<file path="src/ccdm_pkg.sv">
// Purpose: Shared constants for the converter output mode block
// Assumes: One 10 MHz conversion clock domain
// Notes:   Register map, mode bit positions and output codes
package ccdm_pkg;
   // -------------------------------------------------------------
   // Widths and depths
   // -------------------------------------------------------------
   localparam int unsigned CODE_W     = 10;
   localparam int unsigned ADDR_W     = 4;
   localparam int unsigned DATA_W     = 8;
   localparam int unsigned FIFO_DEPTH = 16;
   localparam int unsigned PIPE_DELAY = 5;
   localparam int unsigned SYNC_N     = 4;
   // -------------------------------------------------------------
   // Register offsets
   // -------------------------------------------------------------
   localparam logic [ADDR_W-1:0] REG_MODE     = 4'h0;
   localparam logic [ADDR_W-1:0] REG_STATUS   = 4'h1;
   localparam logic [ADDR_W-1:0] REG_BLACK_LO = 4'h2;
   localparam logic [ADDR_W-1:0] REG_BLACK_HI = 4'h3;
   // -------------------------------------------------------------
   // Mode and status fields
   // -------------------------------------------------------------
   localparam int unsigned MODE_STBY_BIT  = 0;
   localparam int unsigned MODE_TEST_BIT  = 1;
   localparam int unsigned MODE_LOWER_BIT = 2;
   localparam int unsigned MODE_TOP_BIT   = 3;
   localparam int unsigned MODE_POL_BIT   = 4;
   localparam logic [DATA_W-1:0] MODE_RST = 8'h00;
   localparam int unsigned STAT_EMPTY_BIT = 0;
   localparam int unsigned STAT_FULL_BIT  = 1;
   localparam int unsigned STAT_OVF_BIT   = 2;
   localparam int unsigned STAT_CNT_LSB   = 3;
   // -------------------------------------------------------------
   // Pin vector positions
   // -------------------------------------------------------------
   localparam int unsigned PIN_DIS = 0;
   localparam int unsigned PIN_PBL = 1;
   localparam int unsigned PIN_BLK = 2;
   localparam int unsigned PIN_SIG = 3;
   // -------------------------------------------------------------
   // Output codes
   // -------------------------------------------------------------
   localparam logic [CODE_W-1:0] PREBLANK_CODE = 10'h020;
   localparam logic [CODE_W-1:0] TEST_PATTERN  = 10'h155;
   localparam logic [CODE_W-1:0] TOP_MASK      = 10'h200;
   localparam logic [CODE_W-1:0] LOWER_MASK    = 10'h1ff;
   localparam logic [CODE_W-1:0] ZERO_CODE     = 10'h000;
endpackage

</file>
<file path="src/ccdm_fifo.sv">
// Purpose: Sample FIFO with registered read data
// Assumes: Single clock, synchronous active-high reset
// Notes:   Holds DEPTH words in memory plus one in the output register
`timescale 1ns/1ps
module ccdm_fifo #(
   parameter int unsigned WIDTH = 10,
   parameter int unsigned DEPTH = 16,
   parameter int unsigned CNT_W = $clog2(DEPTH + 2)
) (
   input  wire logic             clk_in,
   input  wire logic             rst_in,
   input  wire logic             in_valid_in,
   output logic                  in_ready_out,
   input  wire logic [WIDTH-1:0] in_data_in,
   output logic                  out_valid_out,
   input  wire logic             out_ready_in,
   output logic      [WIDTH-1:0] out_data_out,
   output logic      [CNT_W-1:0] count_out
);
   localparam int unsigned PTR_W = (DEPTH > 1) ? $clog2(DEPTH) : 1;
   localparam logic [PTR_W-1:0] LAST_PTR = PTR_W'(DEPTH - 1);
   localparam logic [CNT_W-1:0] FULL_CNT = CNT_W'(DEPTH);

   logic [WIDTH-1:0] mem_reg [DEPTH];
   logic [PTR_W-1:0] wr_ptr_reg;
   logic [PTR_W-1:0] rd_ptr_reg;
   logic [CNT_W-1:0] mem_cnt_reg;
   logic             out_valid_reg;
   logic [WIDTH-1:0] out_data_reg;
   logic             push;
   logic             load;

   // -------------------------------------------------------------
   // Handshake
   // -------------------------------------------------------------
   assign in_ready_out  = (mem_cnt_reg != FULL_CNT);
   assign push          = in_valid_in && in_ready_out;
   assign load          = (mem_cnt_reg != '0) && (!out_valid_reg || out_ready_in);
   assign out_valid_out = out_valid_reg;
   assign out_data_out  = out_data_reg;
   assign count_out     = mem_cnt_reg + CNT_W'(out_valid_reg);

   // -------------------------------------------------------------
   // Storage
   // -------------------------------------------------------------
   always_ff @(posedge clk_in) begin
      if (push) begin
         mem_reg[wr_ptr_reg] <= in_data_in;
      end
   end

   always_ff @(posedge clk_in) begin
      if (rst_in) begin
         wr_ptr_reg  <= '0;
         rd_ptr_reg  <= '0;
         mem_cnt_reg <= '0;
      end else begin
         if (push) begin
            wr_ptr_reg <= (wr_ptr_reg == LAST_PTR) ? '0 : wr_ptr_reg + 1'b1;
         end
         if (load) begin
            rd_ptr_reg <= (rd_ptr_reg == LAST_PTR) ? '0 : rd_ptr_reg + 1'b1;
         end
         mem_cnt_reg <= mem_cnt_reg + CNT_W'(push) - CNT_W'(load);
      end
   end

   always_ff @(posedge clk_in) begin
      if (rst_in) begin
         out_valid_reg <= 1'b0;
         out_data_reg  <= '0;
      end else if (load) begin
         out_valid_reg <= 1'b1;
         out_data_reg  <= mem_reg[rd_ptr_reg];
      end else if (out_ready_in) begin
         out_valid_reg <= 1'b0;
      end
   end
endmodule

</file>
<file path="src/ccdm_top.sv">
// Purpose: Sample pulse capture and output mode selection of a CCD converter
// Assumes: ref_clk_in is the 10 MHz conversion clock; pins are asynchronous
// Notes:   Output bus and its enable come from flip-flops
//
// Design decisions made here: the plain strobed port and the address map.
`timescale 1ns/1ps
module ccdm_top
   import ccdm_pkg::*;
(
   input  wire logic              ref_clk_in,
   input  wire logic              rst_in,
   input  wire logic [ADDR_W-1:0] reg_addr_in,
   input  wire logic [DATA_W-1:0] reg_wdata_in,
   input  wire logic              reg_wr_in,
   input  wire logic              reg_rd_in,
   output logic      [DATA_W-1:0] reg_rdata_out,
   input  wire logic [CODE_W-1:0] level_in,
   input  wire logic              out_enable_n_in,
   input  wire logic              preblank_pin_in,
   input  wire logic              black_sample_pulse_in,
   input  wire logic              signal_sample_pulse_in,
   output logic      [CODE_W-1:0] out_data_out,
   output logic                   out_oe_n_out,
   output logic                   capture_ready_out
);
   localparam int unsigned CNT_W    = $clog2(FIFO_DEPTH + 2);
   localparam int unsigned STAGES   = PIPE_DELAY - 3;

   logic [SYNC_N-1:0] ff1_reg;
   logic [SYNC_N-1:0] ff2_reg;
   logic [SYNC_N-1:0] ff3_reg;
   logic [SYNC_N-1:0] stable_reg;
   logic [SYNC_N-1:0] agree;
   logic [DATA_W-1:0] mode_reg;
   logic              overflow_reg;
   logic [DATA_W-1:0] rdata_reg;
   logic [DATA_W-1:0] rdata_next;
   logic              blk_act;
   logic              sig_act;
   logic              blk_prev_reg;
   logic              sig_prev_reg;
   logic              blk_edge;
   logic              sig_edge;
   logic [CODE_W-1:0] black_reg;
   logic [CODE_W-1:0] new_code;
   logic [CODE_W-1:0] cap_code_reg;
   logic              cap_valid_reg;
   logic              fifo_ready;
   logic              fifo_valid;
   logic [CODE_W-1:0] fifo_data;
   logic [CNT_W-1:0]  fifo_count;
   logic              pop;
   logic [STAGES-1:0] d_valid_reg;
   logic [CODE_W-1:0] d_data_reg [STAGES];
   logic [CODE_W-1:0] last_code_reg;
   logic [CODE_W-1:0] code_now;
   logic [CODE_W-1:0] flip_mask;
   logic [CODE_W-1:0] out_data_reg;
   logic              out_oe_n_reg;
   logic              dis;
   logic              pbl;
   logic              stby;
   logic              test;
   logic              pol;

   // -------------------------------------------------------------
   // Pin synchronisers
   // -------------------------------------------------------------
   always_ff @(posedge ref_clk_in) begin
      if (rst_in) begin
         ff1_reg <= '0;
         ff2_reg <= '0;
         ff3_reg <= '0;
      end else begin
         ff1_reg <= {signal_sample_pulse_in, black_sample_pulse_in, preblank_pin_in, out_enable_n_in};
         ff2_reg <= ff1_reg;
         ff3_reg <= ff2_reg;
      end
   end

   assign agree = ~(ff2_reg ^ ff3_reg);

   always_ff @(posedge ref_clk_in) begin
      if (rst_in) begin
         stable_reg <= '0;
      end else begin
         stable_reg <= (stable_reg & ~agree) | (ff3_reg & agree);
      end
   end

   assign dis  = stable_reg[PIN_DIS];
   assign pbl  = stable_reg[PIN_PBL];
   assign stby = mode_reg[MODE_STBY_BIT];
   assign test = mode_reg[MODE_TEST_BIT];
   assign pol  = mode_reg[MODE_POL_BIT];

   // -------------------------------------------------------------
   // Register port
   // -------------------------------------------------------------
   always_ff @(posedge ref_clk_in) begin
      if (rst_in) begin
         mode_reg <= MODE_RST;
      end else if (reg_wr_in && reg_addr_in == REG_MODE) begin
         mode_reg <= reg_wdata_in;
      end
   end

   always_ff @(posedge ref_clk_in) begin
      if (rst_in) begin
         overflow_reg <= 1'b0;
      end else if (cap_valid_reg && !fifo_ready) begin
         overflow_reg <= 1'b1;
      end else if (reg_wr_in && reg_addr_in == REG_STATUS && reg_wdata_in[STAT_OVF_BIT]) begin
         overflow_reg <= 1'b0;
      end
   end

   always_comb begin
      rdata_next = '0;
      if (reg_rd_in) begin
         unique case (reg_addr_in)
            REG_MODE:     rdata_next = mode_reg;
            REG_STATUS:   rdata_next = {fifo_count, overflow_reg, (fifo_count == CNT_W'(FIFO_DEPTH + 1)),
                                        (fifo_count == '0)};
            REG_BLACK_LO: rdata_next = black_reg[7:0];
            REG_BLACK_HI: rdata_next = {6'h00, black_reg[CODE_W-1:8]};
            default:      rdata_next = '0;
         endcase
      end
   end

   always_ff @(posedge ref_clk_in) begin
      if (rst_in) begin
         rdata_reg <= '0;
      end else begin
         rdata_reg <= rdata_next;
      end
   end

   assign reg_rdata_out = rdata_reg;

   // -------------------------------------------------------------
   // Sample pulse capture
   // -------------------------------------------------------------
   assign blk_act  = stable_reg[PIN_BLK] ^ pol;
   assign sig_act  = stable_reg[PIN_SIG] ^ pol;
   assign blk_edge = blk_act && !blk_prev_reg;
   assign sig_edge = sig_act && !sig_prev_reg;
   assign new_code = (level_in >= black_reg) ? level_in - black_reg : ZERO_CODE;

   always_ff @(posedge ref_clk_in) begin
      if (rst_in) begin
         blk_prev_reg <= 1'b0;
         sig_prev_reg <= 1'b0;
      end else begin
         blk_prev_reg <= blk_act;
         sig_prev_reg <= sig_act;
      end
   end

   always_ff @(posedge ref_clk_in) begin
      if (rst_in) begin
         black_reg <= '0;
      end else if (blk_edge) begin
         black_reg <= level_in;
      end
   end

   always_ff @(posedge ref_clk_in) begin
      if (rst_in) begin
         cap_valid_reg <= 1'b0;
         cap_code_reg  <= '0;
      end else begin
         cap_valid_reg <= sig_edge;
         if (sig_edge) begin
            cap_code_reg <= new_code;
         end
      end
   end

   assign capture_ready_out = fifo_ready;

   // -------------------------------------------------------------
   // Sample FIFO and delay line
   // -------------------------------------------------------------
   assign pop = fifo_valid && !stby;

   ccdm_fifo #(
      .WIDTH (CODE_W),
      .DEPTH (FIFO_DEPTH),
      .CNT_W (CNT_W)
   ) u_fifo (
      .clk_in        (ref_clk_in),
      .rst_in        (rst_in),
      .in_valid_in   (cap_valid_reg),
      .in_ready_out  (fifo_ready),
      .in_data_in    (cap_code_reg),
      .out_valid_out (fifo_valid),
      .out_ready_in  (!stby),
      .out_data_out  (fifo_data),
      .count_out     (fifo_count)
   );

   always_ff @(posedge ref_clk_in) begin
      if (rst_in) begin
         d_valid_reg <= '0;
      end else begin
         d_valid_reg <= {d_valid_reg[STAGES-2:0], pop};
      end
   end

   always_ff @(posedge ref_clk_in) begin
      d_data_reg[0] <= fifo_data;
      for (int i = 1; i < STAGES; i++) begin
         d_data_reg[i] <= d_data_reg[i-1];
      end
   end

   assign code_now = d_valid_reg[STAGES-1] ? d_data_reg[STAGES-1] : last_code_reg;

   always_ff @(posedge ref_clk_in) begin
      if (rst_in) begin
         last_code_reg <= '0;
      end else begin
         last_code_reg <= code_now;
      end
   end

   // -------------------------------------------------------------
   // Output mode selection
   // -------------------------------------------------------------
   assign flip_mask = (mode_reg[MODE_TOP_BIT] ? TOP_MASK : ZERO_CODE) |
                      (mode_reg[MODE_LOWER_BIT] ? LOWER_MASK : ZERO_CODE);

   always_ff @(posedge ref_clk_in) begin
      if (rst_in) begin
         out_oe_n_reg <= 1'b1;
         out_data_reg <= '0;
      end else begin
         out_oe_n_reg <= dis || stby;
         if (test) begin
            out_data_reg <= TEST_PATTERN ^ flip_mask;
         end else if (flip_mask != ZERO_CODE) begin
            out_data_reg <= code_now ^ flip_mask;
         end else if (pbl) begin
            out_data_reg <= PREBLANK_CODE;
         end else begin
            out_data_reg <= code_now;
         end
      end
   end

   assign out_data_out = out_data_reg;
   assign out_oe_n_out = out_oe_n_reg;

   logic norm;
   assign norm = !dis && !stby && !test && (flip_mask == ZERO_CODE) && !pbl;
endmodule

</file>
<file path="config.mk">
export PLATFORM = sky130hd
export DESIGN_NAME = ccdm_top
export DESIGN_NICKNAME = d
export VERILOG_FILES = /design/src/ccdm_pkg.sv /design/src/ccdm_fifo.sv /design/src/ccdm_top.sv
export SDC_FILE = /design/constraint.sdc
export NUM_CORES = 1
export LEC_CHECK = 0
export ABC_AREA = 0
export BUFFER_PORTS_ARGS = -buffer_cell sky130_fd_sc_hd__buf_2
export CORE_UTILIZATION = 61
export DETAILED_ROUTE_END_ITERATION = 8
export HOLD_SLACK_MARGIN = 0.08
export PLACE_DENSITY = 0.79
export SYNTH_ARGS = -nofsm -noshare
export SYNTH_HDL_FRONTEND = slang
export SYNTH_SLANG_ARGS = --single-unit
</file>
<file path="constraint.sdc">
create_clock -name ref_clk_in -period 4.1 [get_ports ref_clk_in]
set_clock_uncertainty 0.15 [all_clocks]
set_input_delay 0.615 -clock ref_clk_in [delete_from_list [all_inputs] [get_ports ref_clk_in]]
set_output_delay 0.615 -clock ref_clk_in [all_outputs]
set_load 0.02 [all_outputs]
</file>
# [Word-level counts from Yosys, hierarchy flattened]
# Memories as Yosys holds them, arrays and structs flattened. A register that Yosys moved wholly into a read port is not among the register bits.
# Index checks and enable logic that the tools add are counted.
[totals] out_inout_bits=20 elab_cells=87 n_memories=2 input_bits=30 mem_bits_rw=180 register_bits=93
[classes] n_addsub=6 n_eq_ne=8 reduce_logical=22 order_cmp=1 bitwise_logic=12 mux=16
[mem_list] name="u_fifo.mem_reg" words=16 word_bits=10 rd=1 rd_clocked_by_memory_dff=1 write_ports=1 line="ccdm_fifo.sv:24" rtl="logic [WIDTH-1:0] mem_reg [DEPTH];"
[mem_list] name="d_data_reg" words=2 word_bits=10 rd=2 rd_clocked_by_memory_dff=0 write_ports=2 line="ccdm_top.sv:54" rtl="logic [CODE_W-1:0] d_data_reg [STAGES];"
[op_table] cell="$mux 10" count=6
[op_table] cell="$pmux 8 s4" count=1
[op_table] cell="$add 5x1->5" count=2
[op_table] cell="$ge 10x10->1" count=1
[op_table] cell="$or 10x9->10" count=1
[op_table] cell="$reduce_bool 10->1" count=1
[op_table] cell="$sub 10x10->10" count=1
[op_table] cell="$xor 10x10->10" count=1
[op_table] cell="$logic_and 1x1->1" count=9
[op_table] cell="$mux 9" count=1
[op_table] cell="$add 4x1->4 const B" count=2
[op_table] cell="$and 4x4->4" count=2
[op_table] cell="$eq 4x2->1 const B" count=2
[op_table] cell="$eq 4x4->1 const B" count=2
[op_table] cell="$mux 4" count=2
[op_table] cell="$not 4->4" count=2
[op_table] cell="$mux 1" count=6
[op_table] cell="$eq 5x5->1 const B" count=1
[op_table] cell="$logic_not 1->1" count=5
[op_table] cell="$logic_not 5->1" count=1
[op_table] cell="$ne 5x5->1 const B" count=1
[op_table] cell="$not 5->5" count=1
[op_table] cell="$reduce_bool 5->1" count=1
[op_table] cell="$sub 5x1->5" count=1
[op_table] cell="10 further kinds" count=12

# [Logic depth before layout (Yosys ltp)]
# Gate-level depths: netlist of run 1.
[logic_depth] ltp_word=5 mapped_depth=14 mapped_depth_nobuf=13

# [Modules after synthesis]
# From an unflattened synthesis of run 1, not the netlist that was laid out.
[unflattened] hier_cells=772 hier_area_um2=11111.9
[by_module_without_submodules] module="ccdm_fifo" n_inst=1 area_each_um2=7368.3 seq_area_each_um2=5285.1 cells_each=390
[by_module_without_submodules] module="ccdm_top" n_inst=1 area_each_um2=3743.6 seq_area_each_um2=1981.9 cells_each=382

# [Worst setup path before layout of run 1]
# OpenSTA, ideal clock, no wires.
[synth_timing] path_kind="register -> register" startpoint="register u_fifo.mem_cnt_reg[2]" endpoint="register u_fifo.mem_cnt_reg[4]" path_slack_ns=0.931 t_arrival_ns=2.949 synth_period_minus_slack_ns=3.169 path_stages_with_launch=15 required_time_ns=3.879 setup_time_ns=0.071 n_path_buf=1 cell_sequence="dfxtp_1 -> inv_1 -> ha_1 -> nor4b_1 -> nand2b_1 -> inv_1 -> buf_1 -> ha_1 -> inv_1 -> ha_1 -> fa_1 -> a21oi_1 -> nor2_1 -> or3_1 -> a21oi_1"
[synth_via] elab_cells_between_ends=6 classes_between="add/sub (2); eq/ne (1); reduce/logical (3)"
[synth_rtl] item="from (decl)" line="ccdm_fifo.sv:27" rtl="logic [CNT_W-1:0] mem_cnt_reg;"
[synth_rtl] item="from (signal assigned)" line="ccdm_fifo.sv:64" rtl="mem_cnt_reg <= mem_cnt_reg + CNT_W'(push) - CNT_W'(load);"
[synth_rtl] item="$reduce_bool 5->1" line="ccdm_fifo.sv:38" rtl="assign load = (mem_cnt_reg != '0) && (!out_valid_reg || out_ready_in);"
[synth_rtl] item="$logic_and 1x1->1" line="ccdm_fifo.sv:38"
[synth_rtl] item="named net u_fifo.load" line="ccdm_fifo.sv:31" rtl="logic load;"
[synth_rtl] item="$sub 5x1->5" line="ccdm_fifo.sv:64"
# The timed path passes the listed nets, and every way through them passes these cells.
# A chain may end at the register's enable or synchronous reset.

# [Worst setup path after layout of run 1]
[layout_timing] startpoint="register u_fifo.mem_cnt_reg[2]" endpoint="register u_fifo.mem_cnt_reg[4]"
[layout_via] elab_chain_cells=4 elab_cells_between_ends=6 classes_between="add/sub (2); eq/ne (1); reduce/logical (3)"
[layout_lines] item="$ne 5x5->1" line="ccdm_fifo.sv:36" rtl="assign in_ready_out = (mem_cnt_reg != FULL_CNT);"
[layout_lines] item="$logic_and 1x1->1" line="ccdm_fifo.sv:37" rtl="assign push = in_valid_in && in_ready_out;"
[layout_lines] item="$add 5x1->5" line="ccdm_fifo.sv:64"
[layout_lines] item="$sub 5x1->5 (*)" line="ccdm_fifo.sv:64"
# Every way passes the cells marked *; elsewhere a longest branch is shown, timed or not.

==> out/results.ini, run 1 <==
[timing]
max_freq_mhz=302
setup-violations-final=0
setup_tns_ps=0
setup_ws_ps=786
worst_slew_pin_slew_ps=1240
rsz0062_at_grt=false
drv_slew=0
relSlewSlack_pct=17.3
fin_crit_ps=3310
final_hold_viol_count=0
fin_crit_sh_pct=80.8

[cells_and_area]
final_util_pct=71.2
fin_cells=1078
final_nets=889
final_cell_mix=edfxtp_1 (160), dfxtp_1 (122), nor2_1 (89), nand2_1 (54), a21oi_1 (51)
fillCellCount=1084
layout-drive-gt1-share_pct=19.3
area_growth_pct=13.1
diodes=0
mostFrequentLayoutCell=edfxtp_1
largest_reg_flops=160

[cts]
ctsHoldBuffers=0
numClockSinks=283
clockBufferDepth=3
cts_root_buf=clkbuf_16
cts_setup_buffers=0
cts_resized=0
cts_buffers=28
clkLatencyLatePin_ps=530
path_clk_slew_ps=60
cts.htree.levels=1
cts_tree=done

[worst_setup_path]
worst_ep_arrival_time_ps=3620
cp.required_ps=4410
r2r_slack_ps=790
cp_max_fo=14
crit_type=flop to flop
crit_path_start_kind=flop
cp-end-kind=flop

[global_routing]
grt_overflow=0
grt_pass1_vias=6289
antenna_found_initial=0
grt.total_usage_pct=24.6
grt_pass1_wl_um=33800
grt_max_degree=57

[routing]
first_pass_iters=5
num_vias=6504
wl_met2_um=10800
remaining_drc_errors=0
wl_met3_um=1750
drtIter0Drc=530
wl_um=22400
wire_per_inst_um=20.7
postRouteAntennaNets=0
top_layer=met4
wl_met1_um=9290
viasPerCell=6.03

[pwr]
p_total_w=0.00702
peakVddDrop_mv=0.550
switching_share_pct=24.7
combinationalPowerShare_pct=16.0
switching_power_w=0.00174
p_int_w=0.00529
p_per_area_nw_per_um2=564
leakage_nw=4.39
power_frac_clock_pct=36.8
seqPwrFrac_pct=47.2

[yosys]
yosys_register_bits=283
syn_inst=775
ys_dominant_reg_cell=edfxtp_1
synthArstFlopShare_pct=0
synth_cell_types=47
netlist_area_um2=11000
synth_top_cell_area_share_pct=43.6
synth_largest_area_cell=edfxtp_1
avgSynthCellArea_um2=14.2
synth_area_leaders=edfxtp_1 (44%), dfxtp_1 (22%), mux4_2 (10%), mux2i_1 (3.7%), nor2_1 (3.0%)
synth_nets=832
synth_seq_area_share_pct=66.0
synth_edf_count=160
ys.warnings.count=0

[placed_design]
io_buffers=49
dpl_worst_slack_ps=825
place_inst=1027
routabilityCongestion=0.827
dp_hpwl_um=14000

[floorplan]
fp.dieArea_um2=18600
rows=48
start_util_pct=63.0
fp.dieH_um=136
chipWidth_um=136
core_region_area_um2=17500
io_pins=50

[outcome]
run_status=finished clean

[min_path]
hold_path.class=input pin to flop

[job]
cap_violations=0

==> area by class of cell <==
| cell class | count | area [µm²] | area share [%] |
|---|---|---|---|
| flip-flops and latches | 283 | 7270 | 58.4 |
| multi-input cells | 434 | 3500 | 28.1 |
| clock buffers | 42 | 886 | 7.12 |
| repair buffers | 62 | 355 | 2.86 |
| well taps | 225 | 282 | 2.26 |
| inverters | 23 | 86.3 | 0.694 |
| clock inverters | 9 | 72.6 | 0.583 |
==> critical path: stages (launching register included) <==
cell and delay [ps]:
dfxtp_1 370, inv_1 100, ha_1 200, nor4b_1 330, nand2b_1 160, buf_4 190, inv_1 70, ha_1 270
inv_1 40, ha_1 220, fa_1 430, a21oi_1 170, nor2_1 60, or3_1 350, a21oi_1 140
==> per-layer routing <==
layer,vias to the layer above,track usage [%]
met1,3244,33.4
met2,266,39.4
met4,0,7.78
met3,44,5.59
li1,2950,-
met5,-,0
==> power by group through the flow <==
| stage | Sequential, W | Clock, W | Combinational [W] |
|---|---|---|---|
| after floorplan | 0.00329 | 0 | 0.000922 |
| after global placement | 0.00337 | 0 | 0.00108 |
| after detailed placement | 0.00338 | 0 | 0.00111 |
| after CTS | 0.00332 | 0.00261 | 0.00113 |
| after global routing | 0.00334 | 0.00272 | 0.00123 |
| final | 0.00331 | 0.00258 | 0.00112 |
==> metrics by stage <==
stage | hold WS, ps | area (µm²)
3_5_place_dp | 164 | 11500
3_3_place_gp | 164 | 11500
2_1_floorplan | 160 | 11000
5_1_grt | 162 | 12400
6_report | 144 | 12400
4_1_cts | 127 | 12400
==> cell usage after synthesis (all sizes together), types with 2 or more instances <==
cell	n
a211oi	2
a21o	3
a21oi	51
a22oi	3
buf	12
clkbuf	23
dfxtp	123
edfxtp	160
fa	2
ha	25
inv	23
mux2i	41
mux4	50
nand2	54
nand2b	5
nand3	11
nand3b	3
nor2	91
nor2b	20
nor3	6
nor3b	2
o21a	6
o21ai	21
or3	5
or4	2
xnor2	11
xor2	4
==> cells by family after synthesis <==
family / Yosys count / share of synthesized area (%)
and+or+nand+nor: 204 / 8.25
buffers and inverters: 58 / 2.23
muxes: 92 / 14.1
DFF: 283 / 66.0
xor gates and xnor gates: 15 / 1.19
adders and majority gates: 27 / 3.21
AOI/OAI and AO/OA: 96 / 5.05
==> worst paths after layout <==
kind | startpoint | to | depth (start not counted)
worst max-delay path | u_fifo.mem_cnt_reg[2] | u_fifo.mem_cnt_reg[4] | 14
worst min-delay path | out_enable_n_in | ff1_reg[0] | 2
worst max register to register | u_fifo.mem_cnt_reg[2] | u_fifo.mem_cnt_reg[4] | 14
worst min register to register | d_data_reg[0][1] | d_data_reg[0][11] | 0
(Power assumes the default switching activity.)
==> inputs of run 2 (changes only) <==
ABC_AREA = 1   (was 0)
clock period = 3.06 ns   (was 4.1 ns; I/O delays follow)
==> run 2 against run 1 <==
Fmax increased by 26%. Area after synthesis increased by 1.8%. Via count increased by 24%. Final area increased by 2.6%. Total power increased by 35%. Die area increased by 1.8%.
==> out/results.ini, run 2 <==
[cells_and_area]
fin_cells=1414  ; +31%
area_growth_pct=13.9
final_util_pct=71.1  ; -0.15 points
diodes=0  ; unchanged
final_cell_mix=nor2_1 (166), edfxtp_1 (160), nand2_1 (152), dfxtp_1 (122), a21oi_1 (82)
layout-drive-gt1-share_pct=11.3  ; -8.0 points
largest_reg_flops=160  ; unchanged
final_nets=1222  ; +37%
mostFrequentLayoutCell=nor2_1

[timing]
fin_crit_ps=2620  ; -694 ps
setup-violations-final=0  ; unchanged
fin_worst_hold_slack_ps=79.8  ; -64.7 ps
fin_crit_sh_pct=85.6  ; +4.8 points
rsz0062_at_grt=false
relSlewSlack_pct=41.4  ; +24 points
worst_slew_pin_slew_ps=879  ; -358 ps
drv_slew=0  ; unchanged
final_hold_viol_count=0  ; unchanged
max_freq_mhz=382  ; +26%
setup_tns_ps=0  ; unchanged

[yosys]
synth_area_leaders=edfxtp_1 (43%), dfxtp_1 (22%), nor2_1 (5.6%), nand2_1 (5.1%), a21oi_1 (3.7%)
ys_dominant_reg_cell=edfxtp_1
synth_largest_area_cell=edfxtp_1
yosys_register_bits=283  ; unchanged
synthArstFlopShare_pct=0  ; unchanged
avgSynthCellArea_um2=10.3  ; -27%
synth_edf_count=160  ; unchanged
netlist_area_um2=11200  ; +1.8%
synth_top_cell_area_share_pct=42.9  ; -0.77 points
yosysMostFrequentCell=nor2_1
synth_cell_types=34  ; -28%
synth_seq_area_share_pct=64.9  ; -1.2 points
syn_inst=1087  ; +40%
synth_nets=1144  ; +38%
synth_common_cells=nor2_1 (166), edfxtp_1 (160), nand2_1 (152)
ys.warnings.count=0  ; unchanged

[floorplan]
rows=49  ; +2.1%
start_util_pct=62.4  ; -0.61 points
fp.dieArea_um2=18900  ; +1.8%
chipWidth_um=138  ; +0.88%
core_region_area_um2=18000  ; +2.8%
fp.dieH_um=138  ; +0.88%
io_pins=50  ; unchanged

[routing]
viasPerCell=5.72  ; -5.2%
wl_um=25100  ; +12%
wire_per_inst_um=17.7  ; -14%
drtIter0Drc=648  ; +22%
remaining_drc_errors=0  ; unchanged
first_pass_iters=5  ; unchanged
postRouteAntennaNets=0  ; unchanged
num_vias=8091  ; +24%

[cts]
cts_tree=done
numClockSinks=283  ; unchanged
cts_setup_buffers=0  ; unchanged
cts_resized=0  ; unchanged
cts.htree.levels=1  ; unchanged
clockBufferDepth=3  ; unchanged
path_clk_slew_ps=60  ; about the same
ctsHoldBuffers=20  ; +20
cts_buffers=27  ; -3.6%
cts_root_buf=clkbuf_16
clkLatencyLatePin_ps=530  ; about the same

[pwr]
p_per_area_nw_per_um2=741  ; +31%
leakage_nw=4.94  ; +12%
peakVddDrop_mv=0.603  ; +9.5%

[worst_setup_path]
worst_ep_arrival_time_ps=2940  ; -680 ps
cp_top_family=adder cells
crit_type=flop to flop
cp.required_ps=3380  ; -1030 ps
cp_slowest_cell=fa_1
slowest_delay_ps=430  ; about the same
crit_path_frequent_cell=ha_1
crit_path_start_kind=flop
cp_num_buf_inv=3  ; -1
critPathLaunch=u_fifo.mem_cnt_reg[2]
crit_chain=inv_1 > ha_1 > nand4_1 > nand2_1 > inv_2 > ha_1 > inv_1 > ha_1 > fa_1 > nand2_1 > a21oi_1 > nor2_1 > o21ai_0 > a21oi_1
worstReg2RegStart=u_fifo.mem_cnt_reg[2]
cp-end-kind=flop
cp_max_fo=6  ; -8

[global_routing]
grt_pass1_vias=7574  ; +20%
grt_pass1_wl_um=38500  ; +14%
grt_max_degree=84  ; +47%
grt.total_usage_pct=27.0  ; +2.4 points
grt_overflow=0  ; unchanged
antenna_found_initial=0  ; unchanged

[placed_design]
dp_hpwl_um=15400  ; +10%
routabilityCongestion=0.882  ; +6.6%
place_inst=1345  ; +31%
io_buffers=49  ; unchanged

[outcome]
run_status=finished clean

[min_path]
hp-start=level_in[0]
hold_path.class=input pin to flop

[job]
cap_violations=0  ; unchanged

-- run 2: changes by cell type after synthesis, sizes merged, moves of 19 or more --
cell,change
nand2,+103
nor2,+80
mux4,-50
nand3,+26
o21ai,+91
nor2b,-20
o211ai,+19
mux2i,-36
inv,+63
a21oi,+32
-- run 2: worst reg2reg max path: stages, from the launching register on --
cell and delay [ps]:
dfxtp_1 360, inv_1 100, ha_1 170, nand4_1 100, nand2_1 200, inv_2 60, ha_1 270, inv_1 40
ha_1 220, fa_1 430, nand2_1 90, a21oi_1 60, nor2_1 120, o21ai_0 90, a21oi_1 110
-- run 2: final timing paths --
check / to / slack (ps) / depth (start not counted)
setup / recovery: u_fifo.mem_cnt_reg[4] / 440 / 14
hold / removal: black_reg[0] / 80 / 3
setup reg to reg: u_fifo.mem_cnt_reg[4] / 440 / 14
hold reg to reg: d_data_reg[0][12] / 170 / 0
-- run 2: report_power, final --
part | leakage, nW | switching, W | total (W) | internal (W)
sequential | 2.49 | 0.000152 | 0.00440 | 0.00424
clock | 0.402 | 0.00136 | 0.00308 | 0.00173
combinational | 2.04 | 0.00133 | 0.00198 | 0.000652
-- run 2: cell families after synthesis --
family | count (synthesis) | share of synthesized area (%)
xor gates and xnor gates | 14 | 1.09
and+or+nand+nor | 378 | 13.6
buffers and inverters | 134 | 4.76
DFF | 283 | 64.9
muxes | 5 | 0.447
adders and majority gates | 27 | 3.15
AOI/OAI and AO/OA | 246 | 12.1
-- run 2: final cells by class --
| cell class | count | area (µm²) |
|---|---|---|
| Multi-Input combinational cell | 670 | 3410 |
| Timing Repair Buffer | 96 | 661 |
| Clock inverter | 16 | 109 |
| Inverter | 87 | 327 |
| Fill cell | 1250 | 5200 |
| Sequential cell | 283 | 7270 |
| Tap cell | 229 | 287 |
| Clock buffer | 33 | 708 |
-- run 2: routing by layer --
metal / track usage [%] / part of all wire, %
met3: 4.23 / 6.3
met4: 9.58 / 2.9
met2: 44.7 / 49
met1: 36.1 / 42
met5: 0 / 0
-- run 2: per-stage QoR --
stage	cell area, µm²	power [W]	setup WS, ps
6_report	12800	0.00946	440
2_1_floorplan	11200	0.00584	476
3_5_place_dp	11700	0.00637	497
5_1_grt	12800	0.00985	267
4_1_cts	12800	0.00944	451
3_3_place_gp	11700	0.00633	544
==> inputs of run 3 (changes only) <==
CELL_PAD_IN_SITES_DETAIL_PLACEMENT = 1   (was default)
CELL_PAD_IN_SITES_GLOBAL_PLACEMENT = 2   (was default)
CORE_UTILIZATION = 40   (was 61)
PLACE_DENSITY = default   (was 0.79)
PLACE_DENSITY_LB_ADDON = 0.1   (was default)
==> run 3 against run 2 <==
Core utilization fell by 23 points. Global-route usage shrank 7.1 points. Critical path depth unchanged. Sequential share of layout area decreased by 1.4 points. Flip-flop and latch count is the same. Setup slack better by 34 ps. Register-to-register slack better by 30 ps. Final area increased by 2.5%. Wire length up 11%. Fmax is 1.3% higher. Sequential power increased by 2%. Die area is 52% higher.
==> out/results.ini, run 3 (synthesized netlist as in run 2, its figures left out) <==
[outcome]
run_status=finished clean

[timing]
max_freq_mhz=387  ; +1.3%
fin_crit_sh_pct=84.5  ; -1.1 points
setup_ws_ps=474  ; +33.9 ps
worst_slew_pin_slew_ps=904  ; +25.5 ps
relSlewSlack_pct=39.5  ; -1.9 points
setup_tns_ps=0  ; unchanged
setup-violations-final=0  ; unchanged
fin_crit_ps=2590  ; -33.9 ps
final_hold_viol_count=0  ; unchanged
rsz0062_at_grt=false
drv_slew=0  ; unchanged

[cells_and_area]
final_nets=1215  ; -0.57%
final_cell_mix=nor2_1 (166), edfxtp_1 (160), nand2_1 (152), dfxtp_1 (122), a21oi_1 (82)
area_growth_pct=16.7
mostFrequentLayoutCell=nor2_1
fin_cells=1554  ; +9.9%
largest_reg_flops=160  ; unchanged
layout-drive-gt1-share_pct=12.0  ; +0.72 points
design_area_um2=13100  ; +2.5%

[worst_setup_path]
cp-end-kind=flop
worst_ep_arrival_time_ps=2850  ; -90 ps
crit_type=flop to flop
slowest_delay_ps=430  ; about the same
cp.required_ps=3330  ; -50 ps
crit_path_frequent_cell=ha_1
crit_path_start_kind=flop
crit_chain=inv_1 > ha_1 > nand4_1 > nand2_1 > inv_2 > ha_1 > inv_1 > ha_1 > fa_1 > nand2_1 > a21oi_1 > nor2_1 > o21ai_0 > a21oi_1
cp_max_fo=6  ; unchanged
cp_slowest_cell=fa_1

[global_routing]
grt_overflow=0  ; unchanged
grt.total_usage_pct=19.9  ; -7.1 points
antenna_found_initial=0  ; unchanged
grt_pass1_wl_um=43900  ; +14%
grt_max_degree=63  ; -25%
grt_pass1_vias=8036  ; +6.1%

[cts]
cts_buffers=34  ; +26%
path_clk_slew_ps=60  ; about the same
cts_root_buf=clkbuf_16
cts_setup_buffers=0  ; unchanged
clockBufferDepth=3  ; unchanged
cts.htree.levels=2  ; +1
cts_tree=done
numClockSinks=283  ; unchanged
clkLatencyLatePin_ps=500  ; -30 ps

[pwr]
p_per_area_nw_per_um2=784  ; +5.8%
switching_share_pct=29.0  ; -0.98 points
leakage_nw=5.02  ; +1.6%
peakVddDrop_mv=0.362  ; -40%
p_int_w=0.00728  ; +10%
switching_power_w=0.00297  ; +4.9%
p_total_w=0.0103  ; +8.5%
power_frac_clock_pct=37.8  ; +5.2 points
combinationalPowerShare_pct=18.7  ; -2.2 points
seqPwrFrac_pct=43.5  ; -3.0 points

[routing]
wire_per_inst_um=17.8  ; +0.64%
first_pass_iters=4  ; -1
remaining_drc_errors=0  ; unchanged
wl_um=27700  ; +11%
viasPerCell=5.04  ; -12%
postRouteAntennaNets=0  ; unchanged
num_vias=7831  ; -3.2%
drtIter0Drc=401  ; -38%

[floorplan]
fp.dieH_um=169  ; +23%
start_util_pct=41.1  ; -21 points
rows=60  ; +22%
fp.dieArea_um2=28700  ; +52%
chipWidth_um=169  ; +23%
core_region_area_um2=27300  ; +52%
io_pins=50  ; unchanged

[placed_design]
postPlaceCellArea_um2=12000  ; +1.8%
dp_hpwl_um=18700  ; +21%
io_buffers=49  ; unchanged
routabilityCongestion=0.773  ; -12%
place_inst=1489  ; +11%
dpl_worst_slack_ps=475  ; -22.1 ps

[job]
cap_violations=0  ; unchanged

[min_path]
hold_path.class=input pin to flop

## run 3: cell types whose count changed in the layout (fill, tap and decap cells not counted), moves of 2 or more
cell	change
clkbuf_1	+3
clkbuf_16	+8
buf_12	+2
bufinv_16	+2
clkinv_2	-2
dlygate4sd3_1	-15
## run 3: worst paths after layout
path                                             from                     to  slack, ps  depth (start not counted)
worst max-delay path            u_fifo.mem_cnt_reg[2]  u_fifo.mem_cnt_reg[4]        470                         14
worst min-delay path                  reg_wdata_in[5]            mode_reg[5]         90                          3
worst max register to register  u_fifo.mem_cnt_reg[2]  u_fifo.mem_cnt_reg[4]        470                         14
worst min register to register       d_data_reg[0][3]      d_data_reg[0][13]        180                          0
## run 3: area by class of cell
class	count	area, µm²
Tap cell	372	465
Inverter	87	327
Multi-Input combinational cell	670	3410
Timing Repair Buffer	82	543
Sequential cell	283	7270
Fill cell	3028	14200
Clock inverter	15	151
Antenna cell	1	2.50
Clock buffer	44	920
## run 3: worst max-delay path: cells and delay by family, from the launching register on
family / cells / cell delay, ps
adder cells (fa/ha/maj): 4 / 1080
AND/OR/NAND/NOR: 4 / 480
flip-flops: 1 / 350
AO/OA/AOI/OAI: 3 / 260
buffers and inverters: 3 / 190
## run 3: through the flow
stage	hold slack, ps	util [%]
finish	92.4	48.0
global route	101	48.0
global placement	163	43.9
floorplan	160	-
CTS	81.4	48.0
detailed placement	163	43.9
## run 3: routing by layer
layer / vias up / GRT usage (%) / share of wire (%) / wire length (µm)
met2: 77 / 32.3 / 47 / 12900
li1: 3867 / - / - / -
met3: 32 / 2.87 / 3.1 / 847
met4: 0 / 4.39 / 1.4 / 375
met5: - / 0 / 0 / 0
met1: 3855 / 28.1 / 49 / 13600
## run 3: timing repair
action,4_1_cts,5_1_grt
gates resized for setup,0,0
endpoints found under the hold margin,5,0
hold buffers,5,0
## run 3: power by group through the flow
stage | Clock, W | Combinational [W] | Sequential [W]
after floorplan | 0 | 0.00141 | 0.00442
after global placement | 0 | 0.00192 | 0.00454
after detailed placement | 0 | 0.00194 | 0.00455
after CTS | 0.00396 | 0.00197 | 0.00447
after global routing | 0.00412 | 0.00218 | 0.00450
final | 0.00388 | 0.00192 | 0.00447
